==> config.mk <==
export PLATFORM = sky130hd
export DESIGN_NAME = bitops_core
export DESIGN_NICKNAME = d
export VERILOG_FILES = /design/src/rtl/bitops_pkg.sv /design/src/rtl/bitops_core.sv /design/src/rtl/pitch_factor_unit.sv
export SDC_FILE = /design/constraint.sdc
export NUM_CORES = 1
export LEC_CHECK = 0
export BUFFER_PORTS_ARGS = -buffer_cell sky130_fd_sc_hd__buf_4
export CAP_MARGIN = 25
export CORE_UTILIZATION = 50
export DETAILED_ROUTE_END_ITERATION = 6
export GPL_TIMING_DRIVEN = 0
export PLACE_DENSITY = 0.72
export SLEW_MARGIN = 30
export SYNTH_ARGS = -nofsm -noshare
export SYNTH_HDL_FRONTEND = slang
export SYNTH_SLANG_ARGS = --single-unit
export TNS_END_PERCENT = 1
==> constraint.sdc <==
create_clock -name core_clk -period 9.1 [get_ports core_clk]
set_clock_uncertainty 0.15 [all_clocks]
set_input_delay 1.82 -clock core_clk [delete_from_list [all_inputs] [get_ports core_clk]]
set_output_delay 1.82 -clock core_clk [all_outputs]
set_load 0.05 [all_outputs]
==> src/rtl/bitops_pkg.sv <==
package bitops_pkg;

  // Register byte addresses
  localparam logic [31:0] ADDR_SRC_FACTOR = 32'hC000_0130;
  localparam logic [31:0] ADDR_DST_FACTOR = 32'hC000_0140;
  localparam logic [31:0] ADDR_PIX_WIDTH = 32'hC000_0150;
  localparam logic [31:0] ADDR_MSK_FACTOR = 32'hC000_0180;
  localparam logic [31:0] ADDR_TARGET = 32'hC000_0400;
  localparam logic [31:0] ADDR_OPERAND = 32'hC000_0404;
  localparam logic [31:0] ADDR_SRC_STRIDE = 32'hC000_0408;
  localparam logic [31:0] ADDR_DST_STRIDE = 32'hC000_040C;
  localparam logic [31:0] ADDR_MSK_STRIDE = 32'hC000_0410;
  localparam logic [31:0] ADDR_FLAGS = 32'hC000_0414;
  localparam logic [31:0] ADDR_COMMAND = 32'hC000_0418;
  localparam logic [31:0] ADDR_STATUS = 32'hC000_041C;

  // Values after reset
  localparam logic [15:0] PIX_WIDTH_RESET = 16'h0020;
  localparam logic [15:0] FACTOR_RESET = 16'h0000;
  localparam logic [31:0] WORD_RESET = 32'h0000_0000;

  // Flag positions in the flags word
  localparam int FLAG_N = 31;
  localparam int FLAG_C = 30;
  localparam int FLAG_Z = 29;
  localparam int FLAG_V = 28;

  // Status register bit positions
  localparam int STAT_BUSY = 0;
  localparam int STAT_PEND = 1;

  // Command codes written to the command register
  localparam logic [3:0] CMD_CIRCULAR_SHIFT = 4'h1;
  localparam logic [3:0] CMD_LOWEST_SET_BIT = 4'h2;
  localparam logic [3:0] CMD_PIXEL_REPLICATE = 4'h3;
  localparam logic [3:0] CMD_CARRY_FORCE = 4'h4;
  localparam logic [3:0] CMD_LOAD_DST_FACTOR = 4'h5;
  localparam logic [3:0] CMD_LOAD_MSK_FACTOR = 4'h6;
  localparam logic [3:0] CMD_LOAD_SRC_FACTOR = 4'h7;
  localparam logic [3:0] CMD_MEMORY_SYNC = 4'h8;

  // Machine-state counts, one clock cycle per state
  localparam logic [3:0] STATES_SINGLE = 4'h1;
  localparam logic [3:0] STATES_FACTOR_POW2 = 4'h4;
  localparam logic [3:0] STATES_FACTOR_TWO = 4'h6;
  localparam logic [3:0] STATES_FACTOR_OTHER = 4'h3;
  localparam logic [3:0] STATES_REP_32 = 4'h2;
  localparam logic [3:0] STATES_REP_16 = 4'h4;
  localparam logic [3:0] STATES_REP_8 = 4'h5;
  localparam logic [3:0] STATES_REP_4 = 4'h6;
  localparam logic [3:0] STATES_REP_2 = 4'h7;
  localparam logic [3:0] STATES_REP_1 = 4'h8;

  // Encoded term base: factor byte is this minus the bit index
  localparam logic [7:0] FACTOR_BASE = 8'h1F;

  // Index of the least significant one, zero when none
  function automatic logic [4:0] lsb_index(input logic [31:0] v);
    logic [4:0] idx;
    idx = 5'h00;
    for (int i = 31; i >= 0; i--) begin
      if (v[i]) begin
        idx = 5'(i);
      end
    end
    return idx;
  endfunction : lsb_index

  // Byte-enable merge of a write into an old word
  function automatic logic [31:0] be_merge(input logic [31:0] old_v, input logic [31:0] new_v,
                                           input logic [3:0] be);
    logic [31:0] res;
    res = old_v;
    for (int b = 0; b < 4; b++) begin
      if (be[b]) begin
        res[b*8 +: 8] = new_v[b*8 +: 8];
      end
    end
    return res;
  endfunction : be_merge

endpackage : bitops_pkg

==> src/rtl/bitops_core.sv <==
// The Avalon-MM register port was decided locally.
module bitops_core
  import bitops_pkg::*;
(
  input wire logic core_clk,
  input wire logic reset_n,
  input wire logic [31:0] address,
  input wire logic read,
  input wire logic write,
  input wire logic [31:0] writedata,
  input wire logic [3:0] byteenable,
  output logic [31:0] readdata,
  output logic waitrequest
);

  typedef enum logic [1:0] {
    ST_IDLE,
    ST_RUN,
    ST_SYNC
  } exec_state_t;

  typedef struct packed {
    exec_state_t state;
    logic [3:0] cnt;
    logic [3:0] op;
    logic [31:0] target;
    logic [31:0] operand;
    logic [31:0] src_row_stride;
    logic [31:0] dst_row_stride;
    logic [31:0] mask_row_stride;
    logic [31:0] flags_word;
    logic [15:0] source_pitch_factor;
    logic [15:0] destination_pitch_factor;
    logic [15:0] mask_pitch_factor;
    logic [15:0] pixel_width;
    logic pend_valid;
    logic [3:0] pend_op;
    logic [15:0] pend_val;
    logic ack;
    logic [31:0] readdata;
  } core_state_t;

  core_state_t state_reg;
  core_state_t state_next;

  logic [3:0] sel_op;
  logic [31:0] sel_pitch;
  logic [15:0] factor;
  logic [3:0] factor_states;
  logic [31:0] rotated;
  logic [31:0] replicated;
  logic [4:0] scan_idx;
  logic req;
  logic cmd_stall;

  // Circular left rotate by a five-bit count
  function automatic logic [31:0] rotate_left(input logic [31:0] v, input logic [4:0] c);
    logic [63:0] dbl;
    dbl = {v, v} << c;
    return dbl[63:32];
  endfunction : rotate_left

  // Copy the low pixel across the word; illegal widths act as 32
  function automatic logic [31:0] replicate(input logic [31:0] v, input logic [15:0] pw);
    logic [4:0] mask;
    logic [31:0] res;
    unique case (pw)
      16'h0001: mask = 5'h00;
      16'h0002: mask = 5'h01;
      16'h0004: mask = 5'h03;
      16'h0008: mask = 5'h07;
      16'h0010: mask = 5'h0F;
      default: mask = 5'h1F;
    endcase
    res = v;
    for (int i = 0; i < 32; i++) begin
      res[i] = v[5'(i) & mask];
    end
    return res;
  endfunction : replicate

  // Machine states of a replicate by pixel width
  function automatic logic [3:0] rep_states(input logic [15:0] pw);
    logic [3:0] s;
    unique case (pw)
      16'h0001: s = STATES_REP_1;
      16'h0002: s = STATES_REP_2;
      16'h0004: s = STATES_REP_4;
      16'h0008: s = STATES_REP_8;
      16'h0010: s = STATES_REP_16;
      default: s = STATES_REP_32;
    endcase
    return s;
  endfunction : rep_states

  // Stride feeding the factor unit follows the starting or running op
  assign sel_op = (state_reg.state == ST_IDLE) ? writedata[3:0] : state_reg.op;

  always_comb begin
    unique case (sel_op)
      CMD_LOAD_DST_FACTOR: sel_pitch = state_reg.dst_row_stride;
      CMD_LOAD_MSK_FACTOR: sel_pitch = state_reg.mask_row_stride;
      default: sel_pitch = state_reg.src_row_stride;
    endcase
  end

  pitch_factor_unit factor_unit (
    .pitch(sel_pitch),
    .factor(factor),
    .states(factor_states)
  );

  // Datapath results from the current operands
  assign rotated = rotate_left(state_reg.target, state_reg.operand[4:0]);
  assign replicated = replicate(state_reg.target, state_reg.pixel_width);
  assign scan_idx = lsb_index(state_reg.operand);

  // Bus handshake: one wait cycle, commands stall while busy
  assign req = read | write;
  assign cmd_stall = write && address == ADDR_COMMAND && state_reg.state != ST_IDLE;
  assign waitrequest = req & ~state_reg.ack;

  always_comb begin
    state_next = state_reg;
    state_next.ack = req && !state_reg.ack && !cmd_stall;

    // Read data captured one edge before the answer
    if (read && !state_reg.ack) begin
      unique case (address)
        ADDR_SRC_FACTOR: state_next.readdata = {16'h0000, state_reg.source_pitch_factor};
        ADDR_DST_FACTOR: state_next.readdata = {16'h0000, state_reg.destination_pitch_factor};
        ADDR_PIX_WIDTH: state_next.readdata = {16'h0000, state_reg.pixel_width};
        ADDR_MSK_FACTOR: state_next.readdata = {16'h0000, state_reg.mask_pitch_factor};
        ADDR_TARGET: state_next.readdata = state_reg.target;
        ADDR_OPERAND: state_next.readdata = state_reg.operand;
        ADDR_SRC_STRIDE: state_next.readdata = state_reg.src_row_stride;
        ADDR_DST_STRIDE: state_next.readdata = state_reg.dst_row_stride;
        ADDR_MSK_STRIDE: state_next.readdata = state_reg.mask_row_stride;
        ADDR_FLAGS: state_next.readdata = state_reg.flags_word;
        ADDR_COMMAND: state_next.readdata = {28'h000_0000, state_reg.op};
        ADDR_STATUS: begin
          state_next.readdata = WORD_RESET;
          state_next.readdata[STAT_BUSY] = state_reg.state != ST_IDLE;
          state_next.readdata[STAT_PEND] = state_reg.pend_valid;
        end
        default: state_next.readdata = WORD_RESET;
      endcase
    end

    // Execution sequencer
    unique case (state_reg.state)
      ST_IDLE: begin
      end
      ST_RUN: begin
        if (state_reg.cnt != 4'h0) begin
          state_next.cnt = state_reg.cnt - 4'h1;
        end else begin
          state_next.state = ST_IDLE;
          unique case (state_reg.op)
            CMD_CIRCULAR_SHIFT: begin
              state_next.target = rotated;
              // Carry is the final bit zero, cleared by a zero count
              state_next.flags_word[FLAG_C] = (state_reg.operand[4:0] != 5'h00) & rotated[0];
              state_next.flags_word[FLAG_Z] = rotated == WORD_RESET;
            end
            CMD_LOWEST_SET_BIT: begin
              state_next.target = {27'h000_0000, scan_idx};
              state_next.flags_word[FLAG_Z] = state_reg.operand == WORD_RESET;
            end
            CMD_PIXEL_REPLICATE: begin
              state_next.target = replicated;
            end
            CMD_CARRY_FORCE: begin
              state_next.flags_word[FLAG_C] = 1'b1;
            end
            CMD_LOAD_DST_FACTOR, CMD_LOAD_MSK_FACTOR, CMD_LOAD_SRC_FACTOR: begin
              // Factor lands one cycle later through the pending slot
              state_next.pend_valid = 1'b1;
              state_next.pend_op = state_reg.op;
              state_next.pend_val = factor;
            end
            default: begin
            end
          endcase
        end
      end
      ST_SYNC: begin
        if (!state_reg.pend_valid) begin
          state_next.state = ST_IDLE;
        end
      end
      default: state_next.state = ST_IDLE;
    endcase

    // Register writes at the edge where waitrequest is low
    if (write && state_reg.ack) begin
      unique case (address)
        ADDR_SRC_FACTOR: state_next.source_pitch_factor =
          16'(be_merge({16'h0000, state_reg.source_pitch_factor}, writedata, byteenable));
        ADDR_DST_FACTOR: state_next.destination_pitch_factor =
          16'(be_merge({16'h0000, state_reg.destination_pitch_factor}, writedata, byteenable));
        ADDR_PIX_WIDTH: state_next.pixel_width =
          16'(be_merge({16'h0000, state_reg.pixel_width}, writedata, byteenable));
        ADDR_MSK_FACTOR: state_next.mask_pitch_factor =
          16'(be_merge({16'h0000, state_reg.mask_pitch_factor}, writedata, byteenable));
        ADDR_TARGET: state_next.target = be_merge(state_reg.target, writedata, byteenable);
        ADDR_OPERAND: state_next.operand = be_merge(state_reg.operand, writedata, byteenable);
        ADDR_SRC_STRIDE: state_next.src_row_stride = be_merge(state_reg.src_row_stride, writedata, byteenable);
        ADDR_DST_STRIDE: state_next.dst_row_stride = be_merge(state_reg.dst_row_stride, writedata, byteenable);
        ADDR_MSK_STRIDE: state_next.mask_row_stride = be_merge(state_reg.mask_row_stride, writedata, byteenable);
        ADDR_FLAGS: state_next.flags_word = be_merge(state_reg.flags_word, writedata, byteenable);
        ADDR_COMMAND: begin
          // Start a command; only taken while idle
          state_next.op = writedata[3:0];
          unique case (writedata[3:0])
            CMD_MEMORY_SYNC: begin
              state_next.state = ST_SYNC;
            end
            CMD_PIXEL_REPLICATE: begin
              state_next.state = ST_RUN;
              state_next.cnt = rep_states(state_reg.pixel_width) - 4'h1;
            end
            CMD_LOAD_DST_FACTOR, CMD_LOAD_MSK_FACTOR, CMD_LOAD_SRC_FACTOR: begin
              state_next.state = ST_RUN;
              state_next.cnt = factor_states - 4'h1;
            end
            CMD_CIRCULAR_SHIFT, CMD_LOWEST_SET_BIT, CMD_CARRY_FORCE: begin
              state_next.state = ST_RUN;
              state_next.cnt = STATES_SINGLE - 4'h1;
            end
            default: begin
            end
          endcase
        end
        default: begin
        end
      endcase
    end

    // Pending factor commit wins over a bus write in the same cycle
    if (state_reg.pend_valid) begin
      state_next.pend_valid = 1'b0;
      unique case (state_reg.pend_op)
        CMD_LOAD_DST_FACTOR: state_next.destination_pitch_factor = state_reg.pend_val;
        CMD_LOAD_MSK_FACTOR: state_next.mask_pitch_factor = state_reg.pend_val;
        default: state_next.source_pitch_factor = state_reg.pend_val;
      endcase
    end
  end

  // State register
  always_ff @(posedge core_clk or negedge reset_n) begin
    if (!reset_n) begin
      state_reg.state <= ST_IDLE;
      state_reg.cnt <= 4'h0;
      state_reg.op <= 4'h0;
      state_reg.target <= WORD_RESET;
      state_reg.operand <= WORD_RESET;
      state_reg.src_row_stride <= WORD_RESET;
      state_reg.dst_row_stride <= WORD_RESET;
      state_reg.mask_row_stride <= WORD_RESET;
      state_reg.flags_word <= WORD_RESET;
      state_reg.source_pitch_factor <= FACTOR_RESET;
      state_reg.destination_pitch_factor <= FACTOR_RESET;
      state_reg.mask_pitch_factor <= FACTOR_RESET;
      state_reg.pixel_width <= PIX_WIDTH_RESET;
      state_reg.pend_valid <= 1'b0;
      state_reg.pend_op <= 4'h0;
      state_reg.pend_val <= FACTOR_RESET;
      state_reg.ack <= 1'b0;
      state_reg.readdata <= WORD_RESET;
    end else begin
      state_reg <= state_next;
    end
  end

  assign readdata = state_reg.readdata;

endmodule : bitops_core

==> src/rtl/pitch_factor_unit.sv <==
// Encodes a row stride into a linear-conversion factor and its run length
module pitch_factor_unit
  import bitops_pkg::*;
(
  input wire logic [31:0] pitch,
  output logic [15:0] factor,
  output logic [3:0] states
);

  logic [31:0] rest;
  logic [31:0] rest2;
  logic [4:0] low_idx;
  logic [4:0] high_idx;

  // Strip the lowest term, then look at what remains
  always_comb begin
    rest = pitch & (pitch - 32'h0000_0001);
    rest2 = rest & (rest - 32'h0000_0001);
    low_idx = lsb_index(pitch);
    high_idx = lsb_index(rest);
    factor = FACTOR_RESET;
    states = STATES_FACTOR_OTHER;
    if (pitch != WORD_RESET && rest == WORD_RESET) begin
      factor = {8'h00, FACTOR_BASE - {3'h0, low_idx}};
      states = STATES_FACTOR_POW2;
    end else if (pitch != WORD_RESET && rest2 == WORD_RESET) begin
      // Larger term in the low byte
      factor = {FACTOR_BASE - {3'h0, low_idx}, FACTOR_BASE - {3'h0, high_idx}};
      states = STATES_FACTOR_TWO;
    end
  end

endmodule : pitch_factor_unit

Word-level counts from Yosys, hierarchy flattened
Cells that the tools add are included.
{"block": "totals", "register_bits": 320, "word_cells": 415, "input_bits": 72}
{"block": "classes", "reduce_logical": 51, "bitwise": 7, "add_sub_neg": 7, "n_lt_le_gt_ge": 31, "n_shift": 1, "eq_ne": 44, "n_mux": 236}
{"op": "$mux 5", "n": 96}
{"op": "$eq 32x32->1 const B", "n": 12}
{"op": "$pmux 32 s12", "n": 1}
{"op": "$mux 266", "n": 1}
{"op": "$mux 32", "n": 8}
{"op": "$mux 8", "n": 32}
{"op": "$mux 16", "n": 9}
{"op": "$logic_not 32->1", "n": 4}
{"op": "$lt 5x6->1 const B", "n": 16}
{"op": "$pmux 32 s3", "n": 1}
{"op": "$reduce_and 3->1", "n": 24}
{"op": "$and 32x32->32", "n": 2}
{"op": "$pmux 32 s2", "n": 1}
{"op": "$shl 64x5->64", "n": 1}
{"op": "$sub 32x1->32 const B", "n": 2}
{"op": "$mux 21", "n": 3}
{"op": "$eq 4x3->1 const B", "n": 12}
{"op": "$lt 4x6->1 const B", "n": 8}
{"op": "$mux 48", "n": 1}
{"op": "$mux 1", "n": 37}
{"op": "$reduce_bool 32->1", "n": 1}
{"op": "$bmux 1 s3", "n": 10}
{"op": "$mux 4", "n": 7}
{"op": "$pmux 5 s5", "n": 1}
{"op": "other kinds (41)", "n": 87}

Logic depth before layout (Yosys ltp)
{"block": "depth", "word_depth": 45, "depth_mapped": 24, "depth_no_buf": 18}

Hierarchy
A second synthesis with hierarchy kept.
{"block": "hier_totals", "hier_cells": 2187, "area_unflattened_um2": 21050.2}
{"module": "bitops_core", "cells_per_inst": 1842, "seq_area_each_um2": 8008.9, "area_per_inst_um2": 18999.5, "n_inst": 1}
{"module": "pitch_factor_unit", "cells_per_inst": 345, "seq_area_each_um2": 0.0, "area_per_inst_um2": 2050.7, "n_inst": 1}

Least setup slack after synthesis
Ideal clock, no wire load.
{"block": "synth_timing", "kind": "input-to-reg", "start": "input port writedata[1]", "end": "register state_reg[316] (netlist name)", "stages": 20, "setup_time_ps": 131, "required_time_ps": 8819, "arrival_time_ps": 6277, "path_slack_ps": 2542, "cell_sequence": "nor3b_2 -> or2_1 -> buf_2 -> or4_4 -> and2_4 -> a221o_1 -> buf_6 -> nor3_4 -> nand2_2 -> o31ai_1 -> nor2_1 -> a2111oi_2 -> nand3_1 -> nor4_4 -> nor2_1 -> nor2_1 -> ha_1 -> or3_1 -> mux2i_1 -> or3_1"}
{"element": "from (decl)", "line": "bitops_core.sv:10", "source": "input wire logic [31:0] writedata,"}
{"element": "to (signal assigned)", "line": "bitops_core.sv:273", "source": "state_reg <= state_next;"}
{"element": "to (decl)", "line": "bitops_core.sv:43", "source": "core_state_t state_reg;"}

==> impl_metrics.ini <==
[synth]
synth_area_um2 = 20630
avgSynthCellArea_um2 = 9.513
synth_simple_gate_area_share_pct = 15.29
synth_fp_nets = 2243
synthFlopType = dfrtp_1
ys_warn_count = 0
synth_top_family_by_area = compound AO/OA/AOI/OAI gates
synth_xor_area_share_pct = 0.2971
synth-seq-area-share_pct = 38.09
synthMuxAreaShare_pct = 19.91
syn-instance-count = 2169
async_flop_share_pct = 100.0
synth_edf_count = 0
ys_seq_elements = 314
synth_compound_area_share_pct = 21.55
synth.distinct_cells = 92
synth-adder-area-share_pct = 0.3153

[grt]
grt.overflow.total = 0
grt_max_degree = 81
grt_pass1_vias = 19160
antenna_found_initial = 0
grt_usage_pct = 40.63
grt_pass1_wl_mm = 125.3

[critical_path]
end_kind = flip-flop
arrival_ps = 7890
path_cells = buf_4 > nor3b_2 > clkbuf_1 > nor2_1 > clkbuf_1 > or4_1 > o211ai_1 > nand4_1 > nor3_2 > a41oi_1 > a21oi_2 > o22ai_1 > a2111oi_2 > nand3_1 > nor4_4 > nor2_1 > nor2_1 > ha_1 > or3_1 > mux2i_1 > or3_1
path_class = in2reg
rr_worst_depth = 21
worstPathMaxFanout = 10
worstReg2RegEnd = state_reg[316]
required_ps = 9370
cp-endpoint = state_reg[316]
r2r_slack_ps = 2230
r2r-start = state_reg[319]
slowest_delay_ps = 580
crit_path_start_kind = input pin
cpMaxStageDelayCell = or4_1
startpoint = writedata[1]
cp_common_cell = nor2_1

[detailed_routing]
num_vias = 20220
totalWireLength_mm = 85.00
wire_per_inst_um = 29.71
drc_errors = 22
ant_nets = 0
dr.first_iter.drc_count = 2925
firstDrtPassIters = 7
viasPerCell = 7.069

[placed_design]
routabilityCongestion = 1.074
preCtsSetupSlack_ps = 1182
portBuffers = 89
dpl.hpwl_mm = 65.74

[finish]
layout_common_cells = dfrtp_1 (313), nand2_1 (240), mux2_2 (199)
diodes = 0
layout-drive-gt1-share_pct = 21.25
nets = 2376
areaGrowthSynthToFinish_pct = 13.04
final_common_cell = dfrtp_1
fillCellCount = 3628
largest_reg_flops = 282

[clock_network]
clk_path_buf_depth = 3
numCtsBuffers = 37
clock_sinks = 314
cts_root_buf = clkbuf_16
cts_hold_buf = 0
cts_tree = done
postCtsSetupBuffers = 0
cts_max_level = 2
path_clk_slew_ps = 50
cts_resized = 0
insertion_delay_ps = 560

[floorplanning]
rows = 74
core-area_um2 = 40740
ios = 105
die_w_um = 205.1
start_util_pct = 50.65
dieArea_um2 = 42080
die_y_um = 205.1

[sta]
finalSetupViolations = 0
rsz0062_at_grt = no
tightest_slew_ps = 1058
fmax_mhz = 131.3
worst_slack_ps = 1482
final_hold_viol_count = 0
fin_crit_sh_pct = 83.71
fin_crit_ps = 7618
slew_violations = 0
finalSetupTns_ps = 0
maxSlewHeadroom_pct = 29.12

[pwr]
ir_drop_mv = 0.1262
power.density_nw_per_um2 = 140.3
p_leak_nw = 9.961

[worst_hold_path]
hold_class = reg2reg

[flow_run]
max_cap_violations = 0

[run_status]
violations = DRC
status = finished, violations left
==> cell families after synthesis <==
logic type / count (synthesis)
mux: 344
xor+xnor: 7
buf+inv: 209
fa+ha+maj: 6
flops: 314
compound gates: 642
simple gates: 647
==> metal layers <==
| layer | global-route usage (%) | vias to the layer above | part of all wire [%] |
|---|---|---|---|
| met3 | 9.625 | 303 | 11 |
| met2 | 60.56 | 1265 | 44 |
| li1 | - | 8580 | - |
| met1 | 53.35 | 10080 | 39 |
| met5 | 0 | - | 0 |
| met4 | 24.84 | 0 | 7.3 |
==> worst min path at each step <==
stage | startpoint | cells after the start | to | slack (ps)
6_report | state_reg[51] | 1 | state_reg[51] | 320
5_1_grt | state_reg[51] | 1 | state_reg[51] | 350
4_1_cts | state_reg[51] | 1 | state_reg[51] | 320
3_5_place_dp | state_reg[51] | 1 | state_reg[51] | 310
3_3_place_gp | state_reg[51] | 1 | state_reg[51] | 300
2_1_floorplan | state_reg[51] | 1 | state_reg[51] | 280
==> critical path, delay by kind of cell <==
family,cells,cell delay [ps]
adders and majority gates,1,200
buffers and inverters,3,810
muxes,1,60
AOI/OAI and AO/OA,5,1580
and+or+nand+nor,11,3370
==> layout make-up <==
cell class	count	area (um^2)	area share, %
multi-input cells	1646	11860	50.85
flip-flops and latches	314	7859	33.69
clock buffers	52	1064	4.560
plain buffers	178	822.0	3.524
repair buffers	94	793.3	3.401
well taps	532	665.6	2.854
clock inverters	14	145.1	0.6222
inverters	31	116.4	0.4989
==> synth_stat cells, types with 9 or more instances <==
library cell / n / area, um^2
o221ai_1: 12 / 105.1
mux4_2: 33 / 743.2
o21ai_0: 144 / 720.7
inv_1: 30 / 112.6
nand3_1: 58 / 290.3
buf_4: 35 / 262.8
a31o_2: 9 / 78.83
o21a_1: 9 / 67.56
dfrtp_1: 313 / 7833
clkbuf_1: 116 / 435.4
or4_1: 12 / 90.09
o32ai_1: 9 / 78.83
buf_2: 12 / 60.06
nand2_1: 240 / 900.9
and3_1: 20 / 125.1
nor3_1: 42 / 210.2
a22o_1: 33 / 289.0
nand4_1: 20 / 125.1
a222oi_1: 49 / 490.5
nor4_1: 27 / 168.9
nor2b_1: 11 / 68.82
nor2_1: 140 / 525.5
o211ai_1: 15 / 112.6
a31oi_1: 21 / 131.4
a211oi_1: 10 / 75.07
a221oi_1: 27 / 236.5
mux2i_1: 111 / 1111
a21o_1: 10 / 75.07
or3_1: 17 / 106.4
a21oi_1: 131 / 655.6
mux2_2: 199 / 2241
a22oi_1: 15 / 112.6
o22ai_1: 48 / 300.3
o31ai_1: 12 / 90.09
buf_1: 14 / 52.55
==> per-stage QoR <==
stage	area, um^2	power (mW)	hold slack, ps	utilization (%)	cells
floorplan	20630	1.640	280.8	-	2169
finish	23320	3.273	320.8	57.25	2861
CTS	23320	3.272	321.4	57.24	2861
global placement	21970	1.781	295.3	53.92	2790
detailed placement	22110	1.791	309.5	54.28	2795
global route	23320	3.363	352.3	57.25	2861
==> power breakdown <==
part           internal, mW  switching [mW]  total, mW
combinational         0.117           0.263      0.379
clock                 0.876           0.621       1.50
sequential             1.40        0.000295       1.40
Power figures use the tool's default switching activity.
